File: src/hdl/nmp_pkg.sv
package nmp_pkg;
	localparam int CLK_MHZ = 40;
	localparam int STROBE_LOW_NS = 25;
	localparam int STROBE_HIGH_NS = 25;
	localparam int BUSY_LAG_NS = 100;

	function automatic int ns_to_cyc(input int ns);
		int c;
		c = (ns * CLK_MHZ + 999) / 1000;
		return (c < 1) ? 1 : c;
	endfunction

	localparam int STROBE_LOW_CYC = ns_to_cyc(STROBE_LOW_NS);
	localparam int STROBE_HIGH_CYC = ns_to_cyc(STROBE_HIGH_NS);
	localparam int BUSY_LAG_CYC = ns_to_cyc(BUSY_LAG_NS);

	localparam logic [7:0] OFS_SEQ = 8'h00;
	localparam logic [7:0] OFS_COL = 8'h04;
	localparam logic [7:0] OFS_ROW = 8'h08;
	localparam logic [7:0] OFS_DATA = 8'h0c;
	localparam logic [7:0] OFS_STAT = 8'h10;
	localparam logic [7:0] OFS_CFG = 8'h14;

	localparam logic [7:0] CMD_READ = 8'h00;
	localparam logic [7:0] CMD_CB_READ = 8'h35;
	localparam logic [7:0] CMD_PROG_SETUP = 8'h80;
	localparam logic [7:0] CMD_PLANE_SETUP = 8'h81;
	localparam logic [7:0] CMD_COL_CHANGE = 8'h85;
	localparam logic [7:0] CMD_PROG = 8'h10;
	localparam logic [7:0] CMD_CACHE = 8'h15;
	localparam logic [7:0] CMD_QUEUE = 8'h11;
	localparam logic [7:0] CMD_STATUS = 8'h70;
	localparam logic [7:0] CMD_STATUS_ENH = 8'h78;
	localparam logic [7:0] CMD_RESET = 8'hff;
	localparam logic [7:0] CMD_ERASE = 8'hd0;
	localparam logic [7:0] CMD_ERASE_Q = 8'hd1;

	localparam int SR_PASS = 0;
	localparam int SR_PREV = 1;
	localparam int SR_ARRAY = 5;
	localparam int SR_CACHE = 6;
	localparam int PLANE_BIT = 6;
	localparam int BLOCK_LSB = 7;
	localparam logic [9:0] BOOT_BLOCKS = 10'h004;
	localparam logic [1:0] CFG_RST = 2'h2;

	typedef struct packed {
		logic fin;
		logic stat;
		logic wait_rdy;
		logic [2:0] acnt;
		logic [7:0] cmd;
	} nmp_seq_t;

	typedef enum logic [1:0] {
		CK_CMD = 2'b00,
		CK_ADDR = 2'b01,
		CK_WR = 2'b10,
		CK_RD = 2'b11
	} nmp_kind_t;

	typedef struct packed {
		logic cle;
		logic ale;
		logic we_n;
		logic re_n;
	} nmp_strobe_t;
endpackage

////////////////////////////////////////////////////////////////////////////////

module nmp_cycle import nmp_pkg::*; (
	input wire logic clk_sys, // system clock
	input wire logic sys_rst, // sync reset
	input wire logic clk_en, // freezes state when low
	input wire logic start, // begin one bus cycle
	input wire nmp_kind_t kind, // cycle type
	input wire logic [7:0] wbyte, // byte to drive
	input wire logic [7:0] io_in, // data pins in
	output nmp_strobe_t strb, // latch enables and strobes
	output logic [7:0] io_out, // data pins out
	output logic io_oe_n, // low while driving pins
	output logic [7:0] rbyte, // byte sampled on read
	output logic done // cycle finished pulse
);
	typedef enum logic [1:0] {
		CY_IDLE = 2'b00,
		CY_SETUP = 2'b01,
		CY_LOW = 2'b10,
		CY_HIGH = 2'b11
	} nmp_cy_t;

	nmp_cy_t st_q;
	nmp_kind_t kind_q;
	logic [7:0] cnt_q;

	always_ff @(posedge clk_sys) begin
		if (sys_rst) begin
			st_q <= CY_IDLE;
			kind_q <= CK_CMD;
			cnt_q <= 8'h00;
			strb <= '{cle: 1'b0, ale: 1'b0, we_n: 1'b1, re_n: 1'b1};
			io_out <= 8'h00;
			io_oe_n <= 1'b1;
			rbyte <= 8'h00;
			done <= 1'b0;
		end else if (clk_en) begin
			done <= 1'b0;
			case (st_q)
				CY_IDLE: begin
					if (start) begin
						kind_q <= kind;
						strb.cle <= (kind == CK_CMD);
						strb.ale <= (kind == CK_ADDR);
						io_out <= wbyte;
						io_oe_n <= (kind == CK_RD);
						st_q <= CY_SETUP;
					end
				end
				CY_SETUP: begin
					if (kind_q == CK_RD) begin
						strb.re_n <= 1'b0;
					end else begin
						strb.we_n <= 1'b0;
					end
					cnt_q <= 8'(STROBE_LOW_CYC - 1);
					st_q <= CY_LOW;
				end
				CY_LOW: begin
					if (cnt_q != 8'h00) begin
						cnt_q <= cnt_q - 8'h01;
					end else begin
						// sample before the rising read strobe releases the pins
						if (kind_q == CK_RD) begin
							rbyte <= io_in;
						end
						strb.we_n <= 1'b1;
						strb.re_n <= 1'b1;
						cnt_q <= 8'(STROBE_HIGH_CYC - 1);
						st_q <= CY_HIGH;
					end
				end
				CY_HIGH: begin
					if (cnt_q != 8'h00) begin
						cnt_q <= cnt_q - 8'h01;
					end else begin
						strb.cle <= 1'b0;
						strb.ale <= 1'b0;
						io_oe_n <= 1'b1;
						done <= 1'b1;
						st_q <= CY_IDLE;
					end
				end
				default: st_q <= CY_IDLE;
			endcase
		end
	end
endmodule // nmp_cycle

File: src/hdl/nmp_ctrl.sv
// Function
// - pin-only completion: last page uses 10h
// - cache confirm on last page: poll bit 5
// - no cache program on boot blocks 0-3
// - final plane confirm programs all queued planes
// - setup, five address cycles, data, 85h anytime
// - page program ends pair: check bit 0
// - cache program ends pair: check bit 1
// - 70h combined result, 78h finds plane
// - plane bit low first, high second
// - both planes same operation type
// - after 11h only 70h, 78h, FFh, 81h, 85h
// - copy back 00h-35h, same plane only
// - copy back program 85h-addr-10h
// - column changes modify cache before confirm
//
// Chosen here: the register offsets and register access over APB.
module nmp_ctrl import nmp_pkg::*; (
	input wire logic clk_sys, // 40 MHz system clock
	input wire logic sys_rst, // sync reset, active high
	input wire logic clk_en, // freezes all state when low
	input wire logic psel, // apb select
	input wire logic penable, // apb enable
	input wire logic pwrite, // apb direction
	input wire logic [7:0] paddr, // apb byte address
	input wire logic [31:0] pwdata, // apb write data
	output logic [31:0] prdata, // apb read data
	output logic pready, // apb ready
	output logic pslverr, // apb error
	output logic nand_ce_n, // chip enable, active low
	output logic nand_cle, // command latch enable
	output logic nand_ale, // address latch enable
	output logic nand_we_n, // write strobe, active low
	output logic read_strobe_n, // read strobe, active low
	output logic [7:0] nand_io_out, // data pins out
	output logic nand_io_oe_n, // low while driving data pins
	input wire logic [7:0] nand_io_in, // data pins in
	input wire logic ready_busy_n_pin // high when cache ready
);
	typedef enum logic [3:0] {
		E_IDLE = 4'b0000,
		E_CMD = 4'b0001,
		E_ADDR = 4'b0010,
		E_LAG = 4'b0011,
		E_WAIT = 4'b0100,
		E_PCMD = 4'b0101,
		E_PRD = 4'b0110,
		E_DWR = 4'b0111,
		E_DRD = 4'b1000
	} nmp_eng_t;

	function automatic logic [7:0] addr_byte(input logic [2:0] idx, input logic [2:0] acnt,
			input logic [15:0] col, input logic [16:0] row);
		logic [2:0] k;
		// row-only sequences skip the two column bytes
		k = (acnt == 3'd3) ? idx + 3'd2 : idx;
		case (k)
			3'd0: return col[7:0];
			3'd1: return col[15:8];
			3'd2: return row[7:0];
			3'd3: return row[15:8];
			default: return {7'h00, row[16]};
		endcase
	endfunction

	function automatic logic is_stat_cmd(input logic [7:0] c);
		return (c == CMD_STATUS) || (c == CMD_STATUS_ENH) || (c == CMD_RESET);
	endfunction

	nmp_eng_t eng_q;
	nmp_seq_t seq_q;
	logic [15:0] col_q;
	logic [16:0] row_q, su_row_q;
	logic [2:0] aidx_q;
	logic [7:0] lag_q, stat_q, dbyte_q;
	logic [1:0] cfg_q;
	logic pend_q, start_q, polling_q, rd_ok_q;
	logic q_await_q, tp_q, cb_valid_q, cb_plane_q;
	logic fail_cur_q, fail_prev_q, enh_hint_q, refused_q;
	nmp_kind_t kind_q;
	nmp_strobe_t strb;
	logic [7:0] rbyte;
	logic cyc_done;

	nmp_cycle u_cycle (
		.clk_sys(clk_sys),
		.sys_rst(sys_rst),
		.clk_en(clk_en),
		.start(start_q),
		.kind(kind_q),
		.wbyte(dbyte_q),
		.io_in(nand_io_in),
		.strb(strb),
		.io_out(nand_io_out),
		.io_oe_n(nand_io_oe_n),
		.rbyte(rbyte),
		.done(cyc_done)
	);
	assign nand_cle = strb.cle;
	assign nand_ale = strb.ale;
	assign nand_we_n = strb.we_n;
	assign read_strobe_n = strb.re_n;

	////////////////////////////////////////////////////////////////////////////
	// bus decode and order checks

	nmp_seq_t req;
	logic acc, fire, hit_seq, hit_data, mapped, refuse, busy_pin, poll_mode;
	logic new_plane, su_plane;
	logic [9:0] su_block;
	assign req = nmp_seq_t'(pwdata[13:0]);
	assign acc = psel && penable && !pready;
	assign fire = psel && penable && pready;
	assign hit_seq = (paddr == OFS_SEQ);
	assign hit_data = (paddr == OFS_DATA);
	assign mapped = hit_seq || hit_data || (paddr == OFS_COL) || (paddr == OFS_ROW)
		|| (paddr == OFS_STAT) || (paddr == OFS_CFG);
	assign busy_pin = !ready_busy_n_pin;
	assign poll_mode = cfg_q[0];
	assign new_plane = row_q[PLANE_BIT];
	assign su_plane = su_row_q[PLANE_BIT];
	assign su_block = su_row_q[16:BLOCK_LSB];

	always_comb begin
		refuse = 1'b0;
		if (pwrite && hit_seq) begin
			if (busy_pin && !is_stat_cmd(req.cmd))
				refuse = 1'b1;
			if (q_await_q && !is_stat_cmd(req.cmd) && req.cmd != CMD_PLANE_SETUP
					&& req.cmd != CMD_COL_CHANGE)
				refuse = 1'b1;
			if (tp_q && (req.cmd == CMD_ERASE || req.cmd == CMD_ERASE_Q))
				refuse = 1'b1;
			if (req.cmd == CMD_QUEUE && !tp_q && su_plane)
				refuse = 1'b1;
			if ((req.cmd == CMD_PROG || req.cmd == CMD_CACHE) && tp_q && !su_plane)
				refuse = 1'b1;
			if (req.cmd == CMD_CACHE && cfg_q[1] && su_block < BOOT_BLOCKS)
				refuse = 1'b1;
			if (req.cmd == CMD_CACHE && req.fin && !poll_mode)
				refuse = 1'b1;
			if (req.cmd == CMD_COL_CHANGE && req.acnt == 3'd5 && cb_valid_q
					&& new_plane != cb_plane_q)
				refuse = 1'b1;
		end
	end

	// writes and reads to the engine wait for it to go idle; a data read
	// answers only once its strobe cycle has sampled the pins
	always_ff @(posedge clk_sys) begin
		if (sys_rst) begin
			pready <= 1'b0;
			pslverr <= 1'b0;
			prdata <= 32'h0000_0000;
		end else if (clk_en) begin
			pready <= 1'b0;
			pslverr <= 1'b0;
			if (acc) begin
				if (!mapped) begin
					pready <= 1'b1;
					pslverr <= 1'b1;
					prdata <= 32'h0000_0000;
				end else if (hit_data && !pwrite) begin
					if (rd_ok_q) begin
						pready <= 1'b1;
						prdata <= {24'h000000, rbyte};
					end
				end else if ((hit_seq || hit_data) && eng_q != E_IDLE) begin
					pready <= 1'b0;
				end else begin
					pready <= 1'b1;
					pslverr <= refuse;
					if (paddr == OFS_COL)
						prdata <= {16'h0000, col_q};
					else if (paddr == OFS_ROW)
						prdata <= {15'h0000, row_q};
					else if (paddr == OFS_STAT)
						prdata <= {17'h00000, tp_q, refused_q, enh_hint_q, fail_prev_q,
							fail_cur_q, ready_busy_n_pin, eng_q != E_IDLE, stat_q};
					else if (paddr == OFS_CFG)
						prdata <= {30'h00000000, cfg_q};
					else
						prdata <= 32'h0000_0000;
				end
			end
		end
	end

	always_ff @(posedge clk_sys) begin
		if (sys_rst) begin
			col_q <= 16'h0000;
			row_q <= 17'h00000;
			cfg_q <= CFG_RST;
		end else if (clk_en && fire && pwrite) begin
			if (paddr == OFS_COL)
				col_q <= pwdata[15:0];
			else if (paddr == OFS_ROW)
				row_q <= pwdata[16:0];
			else if (paddr == OFS_CFG)
				cfg_q <= pwdata[1:0];
		end
	end

	////////////////////////////////////////////////////////////////////////////
	// sequence tracking across commands

	logic launch;
	assign launch = fire && pwrite && hit_seq && !pslverr;

	always_ff @(posedge clk_sys) begin
		if (sys_rst) begin
			su_row_q <= 17'h00000;
			q_await_q <= 1'b0;
			tp_q <= 1'b0;
			cb_valid_q <= 1'b0;
			cb_plane_q <= 1'b0;
		end else if (clk_en && launch) begin
			if (req.acnt == 3'd5)
				su_row_q <= row_q;
			case (req.cmd)
				CMD_QUEUE: begin
					q_await_q <= 1'b1;
					tp_q <= 1'b1;
				end
				CMD_PLANE_SETUP, CMD_COL_CHANGE: q_await_q <= 1'b0;
				CMD_PROG, CMD_CACHE: begin
					tp_q <= 1'b0;
					cb_valid_q <= 1'b0;
				end
				CMD_CB_READ: begin
					cb_valid_q <= 1'b1;
					cb_plane_q <= su_plane;
				end
				CMD_RESET: begin
					q_await_q <= 1'b0;
					tp_q <= 1'b0;
					cb_valid_q <= 1'b0;
				end
				default: q_await_q <= q_await_q;
			endcase
		end
	end

	////////////////////////////////////////////////////////////////////////////
	// pin sequencer

	logic ready_bit;
	assign ready_bit = seq_q.fin ? rbyte[SR_ARRAY] : rbyte[SR_CACHE];

	always_ff @(posedge clk_sys) begin
		if (sys_rst) begin
			eng_q <= E_IDLE;
			seq_q <= '0;
			aidx_q <= 3'd0;
			lag_q <= 8'h00;
			pend_q <= 1'b0;
			start_q <= 1'b0;
			kind_q <= CK_CMD;
			dbyte_q <= 8'h00;
			polling_q <= 1'b0;
			rd_ok_q <= 1'b0;
			nand_ce_n <= 1'b1;
		end else if (clk_en) begin
			start_q <= 1'b0;
			rd_ok_q <= 1'b0;
			nand_ce_n <= 1'b0;
			case (eng_q)
				E_IDLE: begin
					pend_q <= 1'b0;
					polling_q <= 1'b0;
					if (launch) begin
						seq_q <= req;
						eng_q <= E_CMD;
					end else if (fire && pwrite && hit_data) begin
						dbyte_q <= pwdata[7:0];
						eng_q <= E_DWR;
					end else if (acc && !pwrite && hit_data && !rd_ok_q) begin
						eng_q <= E_DRD;
					end
				end
				E_LAG: begin
					// the busy pin lags the confirm edge
					if (lag_q != 8'h00)
						lag_q <= lag_q - 8'h01;
					else if (poll_mode)
						eng_q <= E_PCMD;
					else
						eng_q <= E_WAIT;
				end
				E_WAIT: begin
					if (ready_busy_n_pin)
						eng_q <= seq_q.stat ? E_PCMD : E_IDLE;
				end
				default: begin
					if (!pend_q) begin
						start_q <= 1'b1;
						pend_q <= 1'b1;
						case (eng_q)
							E_CMD: begin
								kind_q <= CK_CMD;
								dbyte_q <= seq_q.cmd;
							end
							E_ADDR: begin
								kind_q <= CK_ADDR;
								dbyte_q <= addr_byte(aidx_q, seq_q.acnt, col_q, row_q);
							end
							E_PCMD: begin
								kind_q <= CK_CMD;
								dbyte_q <= CMD_STATUS;
							end
							E_DWR: kind_q <= CK_WR;
							default: kind_q <= CK_RD;
						endcase
					end else if (cyc_done) begin
						pend_q <= 1'b0;
						case (eng_q)
							E_CMD: begin
								aidx_q <= 3'd0;
								if (seq_q.acnt != 3'd0)
									eng_q <= E_ADDR;
								else if (seq_q.wait_rdy || seq_q.cmd == CMD_QUEUE) begin
									lag_q <= 8'(BUSY_LAG_CYC - 1);
									polling_q <= 1'b1;
									eng_q <= E_LAG;
								end else
									eng_q <= seq_q.stat ? E_PCMD : E_IDLE;
							end
							E_ADDR: begin
								aidx_q <= aidx_q + 3'd1;
								if (aidx_q == seq_q.acnt - 3'd1) begin
									if (seq_q.wait_rdy) begin
										lag_q <= 8'(BUSY_LAG_CYC - 1);
										polling_q <= 1'b1;
										eng_q <= E_LAG;
									end else
										eng_q <= E_IDLE;
								end
							end
							E_PCMD: eng_q <= E_PRD;
							E_PRD: begin
								// keep polling until the chosen ready bit rises
								if (polling_q && poll_mode && !ready_bit)
									eng_q <= E_PRD;
								else
									eng_q <= E_IDLE;
							end
							E_DRD: begin
								rd_ok_q <= 1'b1;
								eng_q <= E_IDLE;
							end
							default: eng_q <= E_IDLE;
						endcase
					end
				end
			endcase
		end
	end

	////////////////////////////////////////////////////////////////////////////
	// result flags; a new failure wins over a clear in the same cycle

	logic stat_done, clr_wr;
	assign stat_done = (eng_q == E_PRD) && cyc_done && pend_q
		&& !(polling_q && poll_mode && !ready_bit);
	assign clr_wr = fire && pwrite && (paddr == OFS_STAT);

	always_ff @(posedge clk_sys) begin
		if (sys_rst) begin
			stat_q <= 8'h00;
			fail_cur_q <= 1'b0;
			fail_prev_q <= 1'b0;
			enh_hint_q <= 1'b0;
			refused_q <= 1'b0;
		end else if (clk_en) begin
			if (clr_wr) begin
				fail_cur_q <= fail_cur_q & ~pwdata[10];
				fail_prev_q <= fail_prev_q & ~pwdata[11];
				enh_hint_q <= enh_hint_q & ~pwdata[12];
				refused_q <= refused_q & ~pwdata[13];
			end
			if (fire && pslverr && hit_seq)
				refused_q <= 1'b1;
			if (stat_done) begin
				stat_q <= rbyte;
				if (rbyte[SR_ARRAY] && rbyte[SR_PASS])
					fail_cur_q <= 1'b1;
				if (rbyte[SR_CACHE] && rbyte[SR_PREV])
					fail_prev_q <= 1'b1;
				if (rbyte[SR_PASS] || rbyte[SR_PREV])
					enh_hint_q <= 1'b1;
			end
		end
	end
endmodule // nmp_ctrl

File: config.mk
export PLATFORM = sky130hd
export DESIGN_NAME = nmp_ctrl
export DESIGN_NICKNAME = d
export VERILOG_FILES = /design/src/hdl/nmp_pkg.sv /design/src/hdl/nmp_ctrl.sv
export SDC_FILE = /design/constraint.sdc
export NUM_CORES = 1
export LEC_CHECK = 0
export BUFFER_PORTS_ARGS = -buffer_cell sky130_fd_sc_hd__buf_2
export CAP_MARGIN = 10
export CELL_PAD_IN_SITES_DETAIL_PLACEMENT = 0
export CELL_PAD_IN_SITES_GLOBAL_PLACEMENT = 1
export CORE_ASPECT_RATIO = 1.75
export CORE_MARGIN = 5
export CORE_UTILIZATION = 47
export DETAILED_ROUTE_END_ITERATION = 10
export PLACE_DENSITY = 0.95
export SLEW_MARGIN = 0
export SYNTH_ARGS = -nofsm -noshare
export SYNTH_HDL_FRONTEND = slang
export SYNTH_HIERARCHICAL = 1
export SYNTH_SLANG_ARGS = --single-unit
export TNS_END_PERCENT = 5
File: constraint.sdc
create_clock -name clk_sys -period 5.7 [get_ports clk_sys]
set_input_delay 0.855 -clock clk_sys [delete_from_list [all_inputs] [get_ports clk_sys]]
set_output_delay 0.855 -clock clk_sys [all_outputs]
set_load 0.01 [all_outputs]
==> summary.txt, run 1 <==
Status
  • Status: completed

Yosys
  • Gate Count Post-Synth: 1003
  • Synth cell types: 78
  • #FFs+latches synth: 157
  • Asr flop ratio synth: 0%
  • Post-synth EDFFs: 0
  • Syn_area_per_cell: 8.02 µm²
  • Mapped Area: 8050 µm²
  • Main flop type after synthesis: dfxtp_1
  • YS warnings: 6
  • Post-synthesis sequential area ratio: 39.1%

Detailed routing
  • Via count: 7562
  • TritonRoute pass-1 iters: 8
  • Routed Antenna Nets: 0
  • Routed WL per cell: 19.1 µm
  • Routed wire length: 24300 µm
  • Vias per Instance: 5.94
  • Residual DRC: 0
  • Drt initial violations: 515

Worst setup path
  • Crit path DAT: 3850 ps
  • Crit-path max FO: 16
  • Worst setup EP type: register
  • Worst EP required: 6050 ps
  • Critical path class: input pin to register
  • Crit start category: input pin

Clock tree
  • Root Buffer: clkbuf_16
  • CTS Sinks: 157
  • Cts hold-fix bufs: 0
  • Max Buffers Root-to-Sink: 2
  • Worst-path clk slew: 60 ps
  • Htree depth: 4
  • Post-CTS Setup Inserts: 0
  • CTS buffer count: 17
  • Worst skew pair latency: 430 ps
  • TritonCTS clock tree: built
  • Post-CTS resize count: 0

Layout
  • Fillers: 1667
  • Area Overhead vs Synth: 12.3%
  • Register area: 3140 µm²
  • Share of post-route cells with drive strength above 1: 13.4%
  • Fin nets: 1100
  • Multi-input logic area: 4510 µm²
  • ANT cells: 0

Power and ir drop
  • Clock power frac: 38.6%
  • Internal: 2.05 mW
  • Pwr/cell area: 330 nW/µm²
  • Maximum VDD drop: 241 µV
  • Sw Ratio: 31.4%
  • Seq pwr share: 40.9%
  • P_sw: 938 µW
  • Pwr Total: 2.98 mW
  • Leakage Power: 3.38 nW
  • Comb power frac: 20.5%

Die
  • Total core area: 16900 µm²
  • Die Y: 183 µm
  • FP Rows: 63
  • Full die area: 19900 µm²
  • Chip width: 109 µm
  • Top-level port count: 103
  • Starting Density: 47.7%

Global route
  • First-pass GRT wire length: 37500 µm
  • Gr ovfl total: 0
  • Total global-route track usage: 24.3%
  • Largest net degree at the start of global routing: 75
  • Vias in the first global route: 7202
  • Initial antenna violation count: 0

Timing
  • Final setup violation count: 0
  • TNS Setup: 0 ps
  • Slew of the pin with the lowest slew margin: 1280 ps
  • Crit share post-route: 61.3%
  • RSZ-0062 raised after global routing: false
  • Fin. Hold Viols: 0
  • Achievable Freq: 286 MHz
  • Worst Clk Skew: 8.82 ps
  • Post-route minimum period: 3490 ps
  • Hold Slack: 446 ps
  • Slew HR: 13.9%
  • Slew Viols, Final: 0

Placement
  • IO Port Bufs: 72
  • Gpl congestion: 0.981
  • Hpwl dp: 17700 µm

Flow run
  • Max-Cap Viols: 0

Hold path
  • Min-Delay Path Class: register to register
==> final cells by class <==
type | instances | area share, %
Sequential cell | 157 | 34.8
Timing Repair Buffer | 80 | 4.68
Tap cell | 227 | 3.14
Inverter | 20 | 0.831
Clock buffer | 18 | 4.86
Multi-Input combinational cell | 757 | 49.9
Clock inverter | 14 | 1.77
==> metrics by stage <==
| step | cell area (µm²) | util [%] | setup WS [ps] | instances |
|---|---|---|---|---|
| 2_1_floorplan | 8100 | - | 2760 | 1017 |
| 3_3_place_gp | 8440 | 50.0 | 1860 | 1241 |
| 3_5_place_dp | 8440 | 50.0 | 1830 | 1241 |
| 4_1_cts | 9040 | 53.6 | 2270 | 1273 |
| 5_1_grt | 9040 | 53.6 | 1990 | 1273 |
| 6_report | 9040 | 53.6 | 2210 | 1273 |
==> metal layers <==
metal	vias up	global-route usage, %	routed length [µm]
met3	84	4.58	1520
met5	-	0	0
met1	3529	25.5	8580
met2	322	42.8	12500
li1	3627	-	-
met4	0	16.8	1730
==> worst paths after layout <==
| path | slack, ps | depth (start not counted) | endpoint | start |
|---|---|---|---|---|
| max reg2reg | 2460 | 6 | prdata[7]$_SDFFE_PP0P_ | eng_q[0]$_SDFFE_PP0P_ |
| min reg2reg | 450 | 2 | cb_valid_q$_SDFFE_PP0P_ | cb_valid_q$_SDFFE_PP0P_ |
| max | 2210 | 7 | seq_q[12]$_SDFFE_PP0P_ | paddr[4] |
| min | 450 | 2 | cb_valid_q$_SDFFE_PP0P_ | cb_valid_q$_SDFFE_PP0P_ |
==> cells in the final DEF, fill, tap and decap left out, types with 17 or more instances in the layout <==
| cell type | n |
|---|---|
| nor2_1 | 85 |
| nand3_1 | 43 |
| mux2i_1 | 34 |
| o21ai_0 | 17 |
| buf_2 | 71 |
| nand2_1 | 170 |
| dfxtp_1 | 157 |
| a21oi_1 | 125 |
| nor3_1 | 19 |
| inv_1 | 20 |
| clkbuf_16 | 17 |
==> state kept, by name, indices dropped and copies added, names as in the netlist, 3 cells and up <==
signal,count
u_cycle/cnt_q,8
seq_q,14
stat_q,8
aidx_q,3
su_row_q,9
col_q,16
lag_q,8
u_cycle/io_out,8
eng_q,4
prdata,17
dbyte_q,8
row_q,17
u_cycle/strb,4
u_cycle/rbyte,8
==> synth_stat cells (5+ instances only) <==
cell type    n  area (µm²)
a211o_1      8        70.1
a211oi_1     6        45.0
a21oi_1    125         626
a22o_1      15         131
a22oi_1     15         113
and3_1       6        37.5
and3b_1      5        43.8
buf_2        7        35.0
buf_4       15         113
clkbuf_1    58         218
dfxtp_1    157        3140
ha_1        12         150
inv_1       20        75.1
mux2_2       6        67.6
mux2i_1     34         340
nand2_1    170         638
nand2b_1     8        50.1
nand3_1     43         215
nand4_1      9        56.3
nand4b_1     5        43.8
nor2_1      85         319
nor2b_1     12        75.1
nor3_1      19        95.1
nor4_1       9        56.3
nor4b_1      5        43.8
o21a_1       7        52.6
o21ai_0     18        90.1
o22ai_1     11        68.8
or3_1        5        31.3
or4_1        6        45.0
or4b_2       5        50.1
xor2_1       5        43.8
==> cells by family (layout without fill, tap and decap cells) <==
logic type	Yosys count	count (layout)	share of synthesized area, %
compound gates	256	256	20.7
xor+xnor	10	10	1.26
fa+ha+maj	12	12	1.87
buf+inv	103	132	5.71
flops	157	157	39.1
mux	41	41	5.35
other cells	1	15	0.0466
simple gates	423	423	26.0
==> critical path: stages <==
cell,delay (ps)
buf_2,190
or4_1,730
nor3_1,480
and3b_1,660
and2_0,650
nand2_1,120
a21oi_1,150
==> power groups by stage <==
stage | clock network, mW | logic, mW | registers (mW)
finish | 1.15 | 0.611 | 1.22
global placement | 0 | 0.601 | 1.24
global route | 1.21 | 0.672 | 1.23
detailed placement | 0 | 0.607 | 1.24
floorplan | 0 | 0.508 | 1.20
CTS | 1.16 | 0.609 | 1.22
(Power assumes the default switching activity.)
==> inputs of run 2 (changes only) <==
CORE_UTILIZATION = 39   (was 47)
PLACE_DENSITY = 0.87   (was 0.95)
clock period = 3.1 ns   (was 5.7 ns; I/O delays follow)
==> run 2 against run 1 <==
Effect of this change:
- count of clock-buffer cells in the layout grew 1
- sequential cell count is the same
- critical path depth shrank 1
- largest cell class unchanged
- highest routed layer unchanged
==> summary.txt, run 2 (synthesized netlist as in run 1, its figures left out) <==
Power and ir drop
  • Maximum VDD drop: 281 µV (was 241 µV)
  • Leakage Power: 3.49 nW (was 3.38 nW)
  • Pwr/cell area: 590 nW/µm² (was 330 nW/µm²)

Detailed routing
  • Routed WL per cell: 19.5 µm (was 19.1 µm)
  • Routed Antenna Nets: 0 (unchanged)
  • Routed wire length: 25700 µm (was 24300 µm)
  • Vias per Instance: 5.82 (was 5.94)
  • TritonRoute pass-1 iters: 6 (was 8)
  • Drt initial violations: 580 (was 515)
  • Residual DRC: 0 (unchanged)
  • Via count: 7665 (was 7562)

Layout
  • Most common cell after layout, fill and taps aside: nand2_1 (unchanged)
  • ANT cells: 0 (unchanged)
  • Top flop regs: prdata x17, row_q x17, col_q x16 (unchanged)
  • Fin nets: 1126 (was 1100)
  • Area Overhead vs Synth: 14.6% (was 12.3%)
  • Multi-input logic area: 4510 µm² (unchanged)
  • Commonest cells after routing, fill and taps aside: nand2_1, dfxtp_1, a21oi_1, nor2_1, buf_2 (unchanged)
  • Register area: 3140 µm² (unchanged)
  • Fillers: 2061 (was 1667)
  • Share of post-route cells with drive strength above 1: 15.2% (was 13.4%)
  • Final Cell Area: 9220 µm² (was 9040 µm²)

Timing
  • Crit share post-route: 88.7%
  • Slew of the pin with the lowest slew margin: 1070 ps (was 1280 ps)
  • Slew HR: 28.3% (was 13.9%)
  • TNS Setup: 0 ps (unchanged)
  • Slew Viols, Final: 0 (unchanged)
  • Achievable Freq: 364 MHz
  • Worst Clk Skew: 11.7 ps (was 8.82 ps)
  • Final setup violation count: 0 (unchanged)
  • Fin. Hold Viols: 0 (unchanged)
  • Post-route minimum period: 2750 ps
  • RSZ-0062 raised after global routing: false (unchanged)

Worst setup path
  • Worst EP required: 3460 ps (was 6050 ps)
  • Setup crit start: eng_q[0]$_SDFFE_PP0P_ (was paddr[4])
  • CP Cell Sequence: nor4_2 > a2111oi_0 > mux2i_1 > nand2_1 > a2111oi_2 > a22o_1 (was buf_2 > or4_1 > nor3_1 > and3b_1 > and2_0 > nand2_1 > a21oi_1)
  • Worst r2r path cells: 6 (unchanged)
  • Crit-path max FO: 25 (was 16)
  • Critical path class: register to register (was input pin to register)
  • Slowest cell on the critical path: a2111oi_2 (was or4_1)
  • Slowest stage delay, CP: 920 ps (was 730 ps)
  • CP Capture Point: prdata[7]$_SDFFE_PP0P_ (was seq_q[12]$_SDFFE_PP0P_)
  • Worst R2R End: prdata[7]$_SDFFE_PP0P_ (unchanged)
  • Worst setup EP type: register (unchanged)
  • RR Startpoint: eng_q[0]$_SDFFE_PP0P_ (unchanged)
  • Worst reg2reg setup slack: 350 ps (was 2460 ps)
  • Crit path DAT: 3110 ps (was 3850 ps)
  • Crit start category: register (was input pin)

Global route
  • Largest net degree at the start of global routing: 69 (was 75)
  • Vias in the first global route: 7385 (was 7202)
  • Total global-route track usage: 21.3% (was 24.3%)
  • Gr ovfl total: 0 (unchanged)
  • First-pass GRT wire length: 40100 µm (was 37500 µm)
  • Initial antenna violation count: 0 (unchanged)

Die
  • Starting Density: 39.7% (was 47.7%)
  • Total core area: 20300 µm² (was 16900 µm²)
  • Die Y: 200 µm (was 183 µm)
  • Full die area: 23700 µm² (was 19900 µm²)
  • FP Rows: 69 (was 63)
  • Top-level port count: 103 (unchanged)
  • Chip width: 119 µm (was 109 µm)

Clock tree
  • Worst skew pair latency: 430 ps (about the same)
  • Post-CTS resize count: 0 (unchanged)
  • Worst-path clk slew: 60 ps (about the same)
  • CTS buffer count: 17 (unchanged)
  • Root Buffer: clkbuf_16 (unchanged)
  • TritonCTS clock tree: built (unchanged)
  • CTS Sinks: 157 (unchanged)
  • Max Buffers Root-to-Sink: 2 (unchanged)
  • Cts hold-fix bufs: 0 (unchanged)
  • Htree depth: 4 (unchanged)
  • Post-CTS Setup Inserts: 0 (unchanged)

Status
  • Status: completed (unchanged)

Placement
  • IO Port Bufs: 72 (unchanged)
  • Hpwl dp: 19000 µm (was 17700 µm)
  • Gpl congestion: 0.953 (was 0.981)
  • DP Area: 8660 µm² (was 8440 µm²)

Hold path
  • Min-Delay Path Class: input pin to register (was register to register)
  • Hold Path Origin: nand_io_in[0] (was cb_valid_q$_SDFFE_PP0P_)

Flow run
  • Max-Cap Viols: 0 (unchanged)
-- run 2: layout make-up --
class,instances,area share [%]
sequential,157,34.1
timing repair buffer,106,6.70
multi-input combinational,757,48.9
clock inverter,11,1.32
tap,248,3.36
inverter,20,0.814
clock buffer,19,4.80
-- run 2: layer usage --
layer	global-route usage [%]	wire, µm	part of all wire, %	up-vias
met5	0	0	0	-
met4	14.2	1690	6.6	0
met3	3.16	1130	4.4	78
met2	38.4	13200	51	272
met1	22.9	9690	38	3633
li1	-	-	-	3682
-- run 2: worst min-delay path by stage --
stage	end	slack, ps	cells after the start
after floorplan	cb_valid_q$_SDFFE_PP0P_	420	2
after global placement	cb_valid_q$_SDFFE_PP0P_	430	2
after detailed placement	cb_valid_q$_SDFFE_PP0P_	440	2
after CTS	u_cycle/rbyte[7]$_SDFFE_PP0P_	280	3
after global routing	u_cycle/rbyte[7]$_SDFFE_PP0P_	270	3
final	u_cycle/rbyte[0]$_SDFFE_PP0P_	290	3
-- run 2: per-stage QoR --
| step | setup slack, ps | cells | power [mW] | util (%) | hold slack [ps] |
|---|---|---|---|---|---|
| floorplan | 552 | 1017 | 3.13 | - | 418 |
| global placement | 298 | 1288 | 3.43 | 42.7 | 429 |
| detailed placement | 275 | 1288 | 3.44 | 42.7 | 439 |
| CTS | 354 | 1318 | 5.46 | 45.5 | 276 |
| global route | 154 | 1318 | 5.69 | 45.5 | 274 |
| finish | 351 | 1318 | 5.44 | 45.5 | 286 |
-- run 2: where the power goes --
group / total [mW] / switching, mW / internal (mW) / leakage (nW)
Combinational: 1.19 / 0.725 / 0.463 / 1.96
Sequential: 2.23 / 0.131 / 2.10 / 1.27
Clock: 2.02 / 0.826 / 1.19 / 0.263
Total: 5.44 / 1.68 / 3.76 / 3.49
-- run 2: critical path, delay by kind of cell, from the launching register on --
| family | cells | cell delay (ps) |
|---|---|---|
| DFF | 1 | 560 |
| muxes | 1 | 190 |
| and+or+nand+nor | 2 | 600 |
| AOI/OAI and AO/OA | 3 | 1320 |
